**src/include/scl_params.svh**
```systemverilog
// Constants for the strap configuration latch
//
// Operation
// - Every configuration strap is sampled at hardware reset and held as the default.
// - Configuration input zero loads the two low bits of the station address.
// - Configuration input one loads the pause advertisement bit and address bit two.
// - Configuration input two loads the two low bits of the extended mode field.
// - Configuration input three, LINK1000_INDICATOR or supply only, loads mode bit three.
// - Separate link indicators are driven for 10, 100 and 1000 Mbit/s.
// - A dedicated activity indicator shows traffic over the established link.
// - Management uses an input-only clock and one shared bidirectional data line.
// - The device is in hardware power-down whenever the power-down input is asserted.
// - The active-low reset pin is a hardware reset that resamples straps and reinitialises.
`ifndef SCL_PARAMS_SVH
`define SCL_PARAMS_SVH

// ----------------------------------------
// Timing
// ----------------------------------------
`define SCL_CLK_PERIOD_NS 25
`define SCL_SETTLE_NS     1000
`define SCL_SETTLE_CYC    ((`SCL_SETTLE_NS + `SCL_CLK_PERIOD_NS - 1) / `SCL_CLK_PERIOD_NS)
`define SCL_ACT_HOLD_NS   40000
`define SCL_ACT_HOLD_CYC  (`SCL_ACT_HOLD_NS / `SCL_CLK_PERIOD_NS)
`define SCL_CNT_W         16

// ----------------------------------------
// Register map
// ----------------------------------------
`define SCL_ADDR_W       12
`define SCL_ADDR_STATUS  12'h000
`define SCL_ADDR_MODES   12'h004
`define SCL_ADDR_CTRL    12'h008
`define SCL_ADDR_MGMT    12'h00c

// ----------------------------------------
// Fields and reset values
// ----------------------------------------
`define SCL_F_ADDR_LO    0
`define SCL_F_ADDR_HI    2
`define SCL_F_PAUSE      3
`define SCL_F_MODE_LO    4
`define SCL_F_MODE_HI    7
`define SCL_F_POLICY     8
`define SCL_F_DONE       9
`define SCL_F_PD         10
`define SCL_F_PLL        11
`define SCL_F_LED_EN     0
`define SCL_F_MDC        0
`define SCL_F_MDIO_IN    1
`define SCL_F_MDIO_OUT   2
`define SCL_F_MDIO_OE    3
`define SCL_MODES_RST    8'h00
`define SCL_CTRL_RST     1'b1
`define SCL_SYNC_W       9
`define SCL_SPEED_10     2'b00
`define SCL_SPEED_100    2'b01
`define SCL_SPEED_1000   2'b10

`endif

```
**src/include/scl_pkg.sv**
```systemverilog
// Types for the strap configuration latch
package scl_pkg;

  typedef enum logic [1:0]
  {
    SCL_ST_IDLE    = 2'b00,
    SCL_ST_DRIVE_A = 2'b01,
    SCL_ST_DRIVE_B = 2'b10,
    SCL_ST_DONE    = 2'b11
  } scl_state_e;

endpackage

```
**src/rtl/scl_sync.sv**
```systemverilog
// Two-flop synchroniser for a vector of pin inputs
`timescale 1ns/1ps
module scl_sync #(
  parameter int WIDTH = 1
) (
  input  wire logic             sys_clk,
  input  wire logic             sys_rst,
  input  wire logic [WIDTH-1:0] async_in,
  output logic      [WIDTH-1:0] sync_out
);

  logic [WIDTH-1:0] meta_q;

  // First stage feeds only the second
  always_ff @(posedge sys_clk or posedge sys_rst)
  begin
    if (sys_rst)
    begin
      meta_q   <= '0;
      sync_out <= '0;
    end
    else
    begin
      meta_q   <= async_in;
      sync_out <= meta_q;
    end
  end

endmodule

```
**src/rtl/scl_top.sv**
```systemverilog
// Strap configuration latch with indicators, power-down policy and APB registers
`timescale 1ns/1ps
`include "scl_params.svh"
module scl_top
  import scl_pkg::*;
(
  input  wire logic                   sys_clk,
  input  wire logic                   sys_rst,
  input  wire logic                   sys_reset_n,
  input  wire logic                   cfg_strap_zero,
  input  wire logic                   cfg_strap_one,
  input  wire logic                   cfg_strap_two,
  input  wire logic                   cfg_strap_three,
  input  wire logic                   powerdown_pll_policy_strap,
  input  wire logic                   hw_powerdown_in,
  input  wire logic                   link_up,
  input  wire logic [1:0]             link_speed,
  input  wire logic                   activity_event,
  input  wire logic                   mdc,
  input  wire logic                   mdio_in,
  output logic                        mdio_out,
  output logic                        mdio_oe,
  output logic                        link10_indicator,
  output logic                        link100_indicator,
  output logic                        link1000_indicator,
  output logic                        activity_indicator,
  output logic                        powerdown_active,
  output logic                        pll_enable,
  output logic [2:0]                  phy_station_addr,
  output logic                        pause_adv,
  output logic [3:0]                  ext_mode_field,
  input  wire logic                   psel,
  input  wire logic                   penable,
  input  wire logic                   pwrite,
  input  wire logic [`SCL_ADDR_W-1:0] paddr,
  input  wire logic [31:0]            pwdata,
  output logic [31:0]                 prdata,
  output logic                        pready,
  output logic                        pslverr
);

  // ----------------------------------------
  // Pin synchronisation
  // ----------------------------------------
  logic [`SCL_SYNC_W-1:0] pins_s;
  logic s_c0, s_c1, s_c2, s_c3, s_pol, s_rstn, s_pd, s_mdc, s_mdio;

  scl_sync #(.WIDTH(`SCL_SYNC_W)) u_sync (
    .sys_clk  (sys_clk),
    .sys_rst  (sys_rst),
    .async_in ({mdio_in, mdc, hw_powerdown_in, sys_reset_n, powerdown_pll_policy_strap,
                cfg_strap_three, cfg_strap_two, cfg_strap_one, cfg_strap_zero}),
    .sync_out (pins_s)
  );

  assign {s_mdio, s_mdc, s_pd, s_rstn, s_pol, s_c3, s_c2, s_c1, s_c0} = pins_s;

  // Synchroniser resets low, so a fresh start always runs a strap pass
  logic hw_rst;
  assign hw_rst = ~s_rstn;

  // ----------------------------------------
  // Strap decode
  // ----------------------------------------
  // Phase A drives LINK1000_INDICATOR high, phase B drives LINK100_INDICATOR high
  function automatic logic [1:0] strap_code(input logic in_a, input logic in_b);
    strap_code = {in_a, in_b};
  endfunction

  // ----------------------------------------
  // Strap sampling sequence
  // ----------------------------------------
  scl_state_e           st_q, st_d;
  logic [`SCL_CNT_W-1:0] cnt_q, cnt_d;
  logic [2:0]           sa_q, sa_d;
  logic [2:0]           l_addr_q, l_addr_d;
  logic                 l_pause_q, l_pause_d;
  logic [3:0]           l_mode_q, l_mode_d;
  logic                 l_pol_q, l_pol_d;
  logic                 settled;
  logic [1:0]           c0, c1, c2;

  assign settled = (cnt_q == `SCL_CNT_W'(`SCL_SETTLE_CYC - 1));
  assign c0 = strap_code(sa_q[0], s_c0);
  assign c1 = strap_code(sa_q[1], s_c1);
  assign c2 = strap_code(sa_q[2], s_c2);

  always_comb
  begin
    st_d      = st_q;
    cnt_d     = settled ? '0 : cnt_q + `SCL_CNT_W'(1);
    sa_d      = sa_q;
    l_addr_d  = l_addr_q;
    l_pause_d = l_pause_q;
    l_mode_d  = l_mode_q;
    l_pol_d   = l_pol_q;
    case (st_q)
      SCL_ST_IDLE:
      begin
        // Indicators quiet, so the shared 100 pin shows its resistor
        if (settled)
        begin
          l_pol_d = s_pol;
          st_d    = SCL_ST_DRIVE_A;
        end
      end
      SCL_ST_DRIVE_A:
      begin
        if (settled)
        begin
          sa_d = {s_c2, s_c1, s_c0};
          st_d = SCL_ST_DRIVE_B;
        end
      end
      SCL_ST_DRIVE_B:
      begin
        if (settled)
        begin
          l_addr_d  = {c1[1], c0};
          l_pause_d = c1[0];
          l_mode_d  = {s_c3, 1'b0, c2};
          st_d      = SCL_ST_DONE;
        end
      end
      SCL_ST_DONE:
      begin
        cnt_d = '0;
      end
      default:
      begin
        st_d = SCL_ST_IDLE;
      end
    endcase
  end

  always_ff @(posedge sys_clk or posedge sys_rst)
  begin
    if (sys_rst)
    begin
      st_q      <= SCL_ST_IDLE;
      cnt_q     <= '0;
      sa_q      <= '0;
      l_addr_q  <= '0;
      l_pause_q <= 1'b0;
      l_mode_q  <= '0;
      l_pol_q   <= 1'b0;
    end
    else if (hw_rst)
    begin
      st_q      <= SCL_ST_IDLE;
      cnt_q     <= '0;
      sa_q      <= '0;
      l_addr_q  <= '0;
      l_pause_q <= 1'b0;
      l_mode_q  <= '0;
      l_pol_q   <= 1'b0;
    end
    else
    begin
      st_q      <= st_d;
      cnt_q     <= cnt_d;
      sa_q      <= sa_d;
      l_addr_q  <= l_addr_d;
      l_pause_q <= l_pause_d;
      l_mode_q  <= l_mode_d;
      l_pol_q   <= l_pol_d;
    end
  end

  // ----------------------------------------
  // Registers, indicators and power-down
  // ----------------------------------------
  logic [7:0]            modes_q, modes_d;
  logic                  led_en_q, led_en_d;
  logic                  mo_q, mo_d, moe_q, moe_d;
  logic [31:0]           rd_q, rd_d;
  logic                  rdy_q, rdy_d, err_q, err_d;
  logic                  l10_q, l10_d, l100_q, l100_d, l1000_q, l1000_d;
  logic [`SCL_CNT_W-1:0] act_cnt_q, act_cnt_d;
  logic                  act_q, act_d, pd_q, pd_d, pll_q, pll_d;
  logic                  done, setup, wr;
  logic [31:0]           status_v;

  assign done  = (st_q == SCL_ST_DONE);
  assign setup = psel & ~penable;
  assign wr    = psel & penable & rdy_q & pwrite & ~err_q;

  always_comb
  begin
    status_v = '0;
    status_v[`SCL_F_ADDR_HI:`SCL_F_ADDR_LO] = l_addr_q;
    status_v[`SCL_F_PAUSE]                  = l_pause_q;
    status_v[`SCL_F_MODE_HI:`SCL_F_MODE_LO] = l_mode_q;
    status_v[`SCL_F_POLICY]                 = l_pol_q;
    status_v[`SCL_F_DONE]                   = done;
    status_v[`SCL_F_PD]                     = pd_q;
    status_v[`SCL_F_PLL]                    = pll_q;
  end

  always_comb
  begin
    modes_d  = modes_q;
    led_en_d = led_en_q;
    mo_d     = mo_q;
    moe_d    = moe_q;
    rd_d     = rd_q;
    rdy_d    = 1'b0;
    err_d    = 1'b0;
    // Working copy takes the latched defaults once, as the pass ends
    if (st_q == SCL_ST_DRIVE_B && st_d == SCL_ST_DONE)
    begin
      modes_d = {l_mode_d, l_pause_d, l_addr_d};
    end
    // No wait state: answer is prepared in the setup cycle
    if (setup)
    begin
      rdy_d = 1'b1;
      rd_d  = '0;
      case (paddr)
        `SCL_ADDR_STATUS: rd_d = status_v;
        `SCL_ADDR_MODES:  rd_d[`SCL_F_MODE_HI:`SCL_F_ADDR_LO] = modes_q;
        `SCL_ADDR_CTRL:   rd_d[`SCL_F_LED_EN] = led_en_q;
        `SCL_ADDR_MGMT:   rd_d[`SCL_F_MDIO_OE:`SCL_F_MDC] = {moe_q, mo_q, s_mdio, s_mdc};
        default:          err_d = 1'b1;
      endcase
    end
    else if (psel & penable & ~rdy_q)
    begin
      rdy_d = 1'b1;
      err_d = err_q;
    end
    if (wr)
    begin
      case (paddr)
        `SCL_ADDR_MODES: modes_d  = pwdata[`SCL_F_MODE_HI:`SCL_F_ADDR_LO];
        `SCL_ADDR_CTRL:  led_en_d = pwdata[`SCL_F_LED_EN];
        `SCL_ADDR_MGMT:
        begin
          mo_d  = pwdata[`SCL_F_MDIO_OUT];
          moe_d = pwdata[`SCL_F_MDIO_OE];
        end
        default: ;
      endcase
    end
    // The 100 and 1000 indicators double as strap stimulus until the pass is done
    l10_d   = led_en_q & done & link_up & (link_speed == `SCL_SPEED_10);
    l100_d  = (st_q == SCL_ST_DRIVE_B) |
              (led_en_q & done & link_up & (link_speed == `SCL_SPEED_100));
    l1000_d = (st_q == SCL_ST_DRIVE_A) |
              (led_en_q & done & link_up & (link_speed == `SCL_SPEED_1000));
    // Stretch each event, so short bursts stay visible
    act_cnt_d = act_cnt_q;
    if (link_up & activity_event)
    begin
      act_cnt_d = `SCL_CNT_W'(`SCL_ACT_HOLD_CYC);
    end
    else if (act_cnt_q != '0)
    begin
      act_cnt_d = act_cnt_q - `SCL_CNT_W'(1);
    end
    act_d = led_en_q & done & link_up & (act_cnt_d != '0);
    pd_d  = s_pd;
    pll_d = ~(s_pd & ~l_pol_q);
  end

  always_ff @(posedge sys_clk or posedge sys_rst)
  begin
    if (sys_rst)
    begin
      modes_q   <= `SCL_MODES_RST;
      led_en_q  <= `SCL_CTRL_RST;
      mo_q      <= 1'b0;
      moe_q     <= 1'b0;
      rd_q      <= '0;
      rdy_q     <= 1'b0;
      err_q     <= 1'b0;
      l10_q     <= 1'b0;
      l100_q    <= 1'b0;
      l1000_q   <= 1'b0;
      act_cnt_q <= '0;
      act_q     <= 1'b0;
      pd_q      <= 1'b0;
      pll_q     <= 1'b1;
    end
    else
    begin
      modes_q   <= hw_rst ? `SCL_MODES_RST : modes_d;
      led_en_q  <= hw_rst ? `SCL_CTRL_RST : led_en_d;
      mo_q      <= hw_rst ? 1'b0 : mo_d;
      moe_q     <= hw_rst ? 1'b0 : moe_d;
      rd_q      <= rd_d;
      rdy_q     <= rdy_d;
      err_q     <= err_d;
      l10_q     <= l10_d;
      l100_q    <= l100_d;
      l1000_q   <= l1000_d;
      act_cnt_q <= hw_rst ? '0 : act_cnt_d;
      act_q     <= act_d;
      pd_q      <= pd_d;
      pll_q     <= pll_d;
    end
  end

  assign mdio_out           = mo_q;
  assign mdio_oe            = moe_q;
  assign link10_indicator   = l10_q;
  assign link100_indicator  = l100_q;
  assign link1000_indicator = l1000_q;
  assign activity_indicator = act_q;
  assign powerdown_active   = pd_q;
  assign pll_enable         = pll_q;
  assign phy_station_addr   = modes_q[`SCL_F_ADDR_HI:`SCL_F_ADDR_LO];
  assign pause_adv          = modes_q[`SCL_F_PAUSE];
  assign ext_mode_field     = modes_q[`SCL_F_MODE_HI:`SCL_F_MODE_LO];
  assign prdata             = rd_q;
  assign pready             = rdy_q;
  assign pslverr            = err_q;

endmodule

```
**config.mk**
```make
export PLATFORM = sky130hd
export DESIGN_NAME = scl_top
export DESIGN_NICKNAME = d
export VERILOG_FILES = /design/src/include/scl_pkg.sv /design/src/rtl/scl_sync.sv /design/src/rtl/scl_top.sv
export VERILOG_INCLUDE_DIRS = /design/src /design/src/include
export SDC_FILE = /design/constraint.sdc
export NUM_CORES = 1
export LEC_CHECK = 0
export ABC_AREA = 0
export BUFFER_PORTS_ARGS = -buffer_cell sky130_fd_sc_hd__buf_2
export CORE_MARGIN = 4
export CORE_UTILIZATION = 55
export CTS_BUF_LIST = sky130_fd_sc_hd__clkbuf_4
export CTS_CLUSTER_DIAMETER = 60
export DETAILED_ROUTE_END_ITERATION = 16
export GPL_ROUTABILITY_DRIVEN = 0
export HOLD_SLACK_MARGIN = 0.15
export PLACE_DENSITY = 0.82
export RECOVER_POWER = 100
export SYNTH_ARGS = -nofsm -noshare
export SYNTH_HDL_FRONTEND = slang
export SYNTH_SLANG_ARGS = --single-unit
```
**constraint.sdc**
```tcl
create_clock -name sys_clk -period 3.4 [get_ports sys_clk]
set_input_delay 0.68 -clock sys_clk [delete_from_list [all_inputs] [get_ports sys_clk]]
set_output_delay 0.68 -clock sys_clk [all_outputs]
set_load 0.03 [all_outputs]
```
-- Yosys cells after proc, flatten, opt, wreduce, memory -nomap -nowiden
Cells that the tools add are included.
- input port bits: 62
- bits in registers: 115
- reduce and logical (&&, ||, !) cells: 11
- add/sub/neg operators: 2
- bitwise logic cells: 21
- mux-type cells: 48
- equal/unequal tests: 17
- operators by type and width (cell ; count):
    two-way mux 16 bit ; 6
    two-way mux 8 bit ; 4
    nonzero test 16 bit ; 2
    equality test 12 x 4 -> 1 bit (second input constant) ; 2
    two-way mux 1 bit ; 20
    two-way mux 3 bit ; 6
    adder 16 x 1 -> 16 bit (second input constant) ; 1
    equality test 16 x 6 -> 1 bit (second input constant) ; 1
    two-way mux 4 bit ; 4
    subtractor 16 x 1 -> 16 bit (second input constant) ; 1
    AND 1 bit ; 14
    != test 2 bit (second input constant) ; 7
    equality test 12 x 3 -> 1 bit (second input constant) ; 1
    logical NOT 12 bit ; 1
    case mux 3 bit (3 select lines) ; 1
    equality test 2 bit (second input constant) ; 4
    two-way mux 2 bit ; 4
    case mux 4 bit (2 select lines) ; 1
    AND reduction 2 bit ; 4
    case mux 2 bit (3 select lines) ; 1
    inverter 1 bit ; 5
    equality test 2 x 1 -> 1 bit (second input constant) ; 2
    logical NOT 2 bit ; 2
    case mux 1 bit (4 select lines) ; 1
    other kinds (3) ; 4

-- Depth between registers and ports, before layout
- word-level depth: 9
- depth in mapped cells: 9
- gate-level depth less buffers: 8

-- By module
Synthesis repeated with hierarchy kept, for this count alone.
- cell total of the unflattened synthesis: 433
- area total of the unflattened synthesis: 4428.0 um^2
- by module, submodules not included (module ; times used ; seq. area each (um^2) ; cells an instance ; area an instance (um^2)):
    scl_top ; 1 ; 1929.4 ; 414 ; 3973.8
    scl_sync ; 1 ; 450.4 ; 19 ; 454.2

-- Worst setup path before layout
OpenSTA, ideal clock, no wires.
- path kind: input-to-reg
- from: input paddr[7]
- to: register modes_q[3]
- setup slack: 862 ps
- arrival: 2409 ps
- stages on the path: 8
- path buffers: 2
- setup time: 130 ps
- cell sequence: nor4_1 nand3_1 or3_1 or3b_1 clkbuf_1 buf_2 o21ai_0 a31oi_1
- word-level cells in the longest chain between the ends: 4
- RTL lines (item ; line ; RTL):
    from (decl) ; scl_top.sv:35 ; input wire logic [`SCL_ADDR_W-1:0] paddr,
    equality test 12 x 3 -> 1 bit ; scl_top.sv:234 ; case (paddr)
    two-way mux 8 bit ; scl_top.sv:234 ;
    two-way mux 8 bit ; scl_top.sv:232 ; if (wr)
    two-way mux 8 bit ; scl_top.sv:287 ; modes_q <= hw_rst ? `SCL_MODES_RST : modes_d;
    to (signal assigned) ; scl_top.sv:270 ; modes_q <= `SCL_MODES_RST;
    to (signal assigned) ; scl_top.sv:287 ;
    to (decl) ; scl_top.sv:173 ; logic [7:0] modes_q, modes_d;
No other way between the ends.
A chain may end at the register's enable or synchronous reset.

-- Worst setup path in the final report
- from: register act_cnt_q[0]
- to: register act_q, in the netlist activity_indicator
- word-level cells in the longest chain between the ends: 5
- RTL lines (item ; line ; RTL):
    from (decl) ; scl_top.sv:179 ; logic [`SCL_CNT_W-1:0] act_cnt_q, act_cnt_d;
    from (signal assigned) ; scl_top.sv:297 ; act_cnt_q <= hw_rst ? '0 : act_cnt_d;
    subtractor 16 x 1 -> 16 bit / nonzero test 16 bit (equally long branches) ; scl_top.sv:259, scl_top.sv:257 ;
    two-way mux 16 bit * ; scl_top.sv:257 ; else if (act_cnt_q != '0)
    two-way mux 16 bit * ; scl_top.sv:253 ; if (link_up & activity_event)
    nonzero test 16 bit * ; scl_top.sv:261 ; act_d = led_en_q & done & link_up & (act_cnt_d != '0);
    AND 1 bit * ; scl_top.sv:261 ;
    net act_d ; scl_top.sv:180 ; logic act_q, act_d, pd_q, pd_d, pll_q, pll_d;
    to (signal assigned) ; scl_top.sv:298 ; act_q <= act_d;
    to (decl) ; scl_top.sv:180 ;
Mark *: on every way through the listed nets, which the timed path passes. The rest lies on a longest branch.

==> metrics.csv <==
stage,metric,value,unit
outcome,status,finished with violations,
outcome,violations in the final reports,"max-capacitance violations, max-slew violations",
clocking,TritonCTS clock tree,built,
timing,final cycle utilization of the critical path,85.7,%
timing,clock period minus final worst setup slack,2910,ps
die,overall die area,0.00948,mm2
timing,worst clock skew,25.2,ps
global_routing,via count of the first global-routing pass,3051,
drt,ratio of routed vias to standard cells,5.37,
power,Comb power frac,32.3,%
clocking,Sink Count,95,
finish,ratio of cells with drive above 1 in the final layout,13.1,%
setup_path,critical path required time,3710,ps
timing,maximum clock frequency,0.343,GHz
finish,Layout Area Growth over Synthesis,9.14,%
die,top-level I/O count,112,
setup_path,Worst Path Max Fanout,8,
die,initial standard-cell utilization of the core,56.6,%
setup_path,Worst setup SP type,flop,
die,Core Area,0.00777,mm2
place,DP HPWL,5980,um
finish,multi-input gate area in the final layout,0.00181,mm2
clocking,master cell of the clock root buffer,clkbuf_4,
timing,count of endpoints failing setup in the final report,0,
clocking,CTS resizes,0,
timing,RSZ-0062 raised after global routing,no,
global_routing,overall routing resource usage,18.1,%
timing,max_slew headroom,-50.0,%
setup_path,source of the worst register-to-register timing path,act_cnt_q[0]$_DFF_PP0_,
timing,transition time at the pin with the least slew margin,2250,ps
clocking,number of post-CTS setup repair buffers,0,
synth,number of warnings reported in the yosys synthesis log,0,
power,cell-internal power,0.00178,W
timing,Hold Fails Final Rpt,0,
synth,commonest cells in the netlist,"dfrtp_1, nand2_1, nor2_1",
synth,number of distinct library cells after synthesis,57,
power,total leakage power,2.11,nW
timing,number of max-slew violations in the final report,96,
setup_path,critical path cell sequence,"inv_1, ha_1, nor4b_4, nand4_2, or4_1, a31o_1, nor4_1, a31oi_1",
setup_path,sort of element at the end of the critical path,flop,
global_routing,antenna violations before repair,0,
setup_path,arrival time at the worst endpoint,3220,ps
finish,diodes inserted,0,
run,max-cap violations,1,
hold_path,class of the worst hold path,in -> reg,
synth,number of flops mapped to enable cells by yosys,0,
drt,detailed router's first-iteration violation count,156,
drt,Detailed Route WL,8520,um
global_routing,wire length of the first global-routing pass,14300,um
clocking,clock transition at the registers of the reported paths,160,ps
global_routing,largest net degree at the start of global routing,96,
finish,Post-Layout Inst Area,0.00480,mm2
clocking,CTS hold repair buffers,0,
drt,via total after detailed routing,3209,
power,Reg power frac,48.3,%
synth,most frequent cell after synthesis,dfrtp_1,
finish,number of nets in the finished design,556,
synth,area share of the largest cell type after synthesis,53.0,%
place,number of input and output port buffers inserted,67,
finish,non-filler cells in the finished layout,598,
synth,most used flip-flop cell after synthesis,dfrtp_1,
drt,count of unresolved DRC violations after routing,0,
synth,share of synthesized registers carrying an async set or reset,100,%
power,switching power share of the total,37.2,%
timing,hold_ws,328,ps
synth,cell types with the largest area share after synthesis,"dfrtp_1, nand2_1, buf_4",
synth,number of synthesized register bits,95,
setup_path,Worst path max stage delay,600,ps
die,Rows,32,
timing,setup total negative slack,0,ps
synth,Syn Area/Cell,10.3,um2
finish,sequential cell area in the final layout,0.00238,mm2
clocking,number of CTS-inserted buffers,9,
die,Chip Height,97.4,um
setup_path,startpoint-to-endpoint class of the critical path,reg -> reg,
hold_path,Hold Crit Endpoint,u_sync.meta_q[6]$_DFF_PP0_,
die,x dimension of the die,97.4,um
synth,netlist area before placement,0.00439,mm2
finish,number of filler cells placed in the layout,665,
power,switching power,0.00105,W
clocking,clock buffer depth,2,
hold_path,hold depth,1,
synth,most area-hungry cell type in the Yosys netlist,dfrtp_1,
setup_path,r2r worst-path depth,8,
setup_path,end of the worst register-to-register path,activity_indicator$_DFF_PP0_,
place,placed cell count,582,
synth,sequential area share after synthesis,54.2,%
global_routing,sum of overflow across all layers after global routing,0,
power,clock network fraction of total power,19.4,%
power,Power per Cell Area,590,mW/mm2
drt,mean routed wirelength per cell,14.2,um
clocking,insertion delay to the later sink of the worst-skew pair,440,ps
hold_path,origin of the worst min-delay path,hw_powerdown_in,
drt,Pre-Repair DR Iteration Count,4,
synth,instance count of the mapped netlist,427,
place,cell area after placement,0.00474,mm2
drt,Antenna Nets Post-Route,0,
setup_path,"setup slack, reg-to-reg",490,ps
setup_path,cell with the biggest individual delay on the critical path,or4_1,
power,worst voltage drop across the vdd grid,0.000435,V
clocking,H-tree levels,3,
-- metrics by stage --
stage	total power (W)	setup WS (ps)	utilization [%]
after floorplan	0.00213	246	-
after CTS	0.00287	594	62.6
after global routing	0.00303	389	61.7
final	0.00283	487	61.7
after global placement	0.00227	686	61.0
after detailed placement	0.00232	606	61.0
-- cells in the final DEF, fill, tap and decap left out, drive strengths merged, types with 2 or more instances in the layout --
master,count
a21boi,15
a21oi,7
a22oi,4
a31oi,12
and3,4
and4b,2
buf,37
clkbuf,44
clkinv,4
clkinvlp,2
conb,20
dfrtp,93
dfstp,2
ha,3
inv,10
mux2i,12
nand2,55
nand2b,2
nand3,12
nand3b,3
nand4,9
nand4b,2
nor2,39
nor2b,9
nor3,12
nor3b,7
nor4,7
nor4b,4
o21ai,19
o31ai,4
or3,2
or3b,2
or4,2
or4b,2
xnor2,10
xor2,11
-- state kept, by name, indices dropped and copies added (netlist names), 2 cells and up --
name             count
act_cnt_q           16
cnt_q               16
prdata              12
u_sync.meta_q        9
u_sync.sync_out      9
modes_q              8
l_mode_q             4
l_addr_q             3
sa_q                 3
st_q                 2
-- worst max path at each step --
stage,slack [ps],end,cells past startpoint,start
after detailed placement,610,activity_indicator$_DFF_PP0_,8,act_cnt_q[0]$_DFF_PP0_
after global placement,690,modes_q[6]$_DFF_PP0_,7,paddr[7]
after CTS,590,activity_indicator$_DFF_PP0_,8,act_cnt_q[0]$_DFF_PP0_
after floorplan,250,act_cnt_q[0]$_DFF_PP0_,1,sys_rst
final,490,activity_indicator$_DFF_PP0_,8,act_cnt_q[0]$_DFF_PP0_
after global routing,390,activity_indicator$_DFF_PP0_,8,act_cnt_q[0]$_DFF_PP0_
-- critical path, delay by kind of cell, from the launching register on --
| family | cells | cell delay (ps) |
|---|---|---|
| adders and majority gates | 1 | 190 |
| buffers and inverters | 1 | 130 |
| AOI/OAI and AO/OA | 2 | 470 |
| and+or+nand+nor | 4 | 1520 |
| DFF | 1 | 480 |
-- power by group through the flow --
stage / registers (W) / clock network (W) / logic, W
after floorplan: 0.00134 / 0 / 0.000792
after global placement: 0.00138 / 0 / 0.000891
after detailed placement: 0.00139 / 0 / 0.000929
after CTS: 0.00137 / 0.000566 / 0.000935
after global routing: 0.00139 / 0.000620 / 0.00102
final: 0.00137 / 0.000550 / 0.000913
-- area by class of cell --
cell class	count	area share (%)
Timing Repair Buffer	71	6.60
Tap cell	102	2.66
Inverter	10	0.809
Clock buffer	10	1.57
Clock inverter	6	0.991
Sequential cell	95	49.6
Multi-Input combinational cell	304	37.8
-- layer usage --
layer	vias to the layer above	global-route usage (%)	wire length [um]	part of all wire, %
li1	1578	-	-	-
met1	1535	24.2	3810	45
met2	87	29.4	4100	48
met3	9	4.74	546	6.4
met4	0	5.43	65	0.76
met5	-	0	0	0
-- cells by family (layout without fill, tap and decap cells) --
kind of cell / count (synthesis) / count (layout) / synth area share [%]
xor+xnor: 21 / 21 / 4.19
other cells: 1 / 20 / 0.0853
fa+ha+maj: 3 / 3 / 0.854
simple gates: 177 / 177 / 21.3
flops: 95 / 95 / 54.2
buf+inv: 47 / 97 / 6.12
mux: 13 / 13 / 2.99
compound gates: 70 / 70 / 10.3
(Power assumes the default switching activity.)
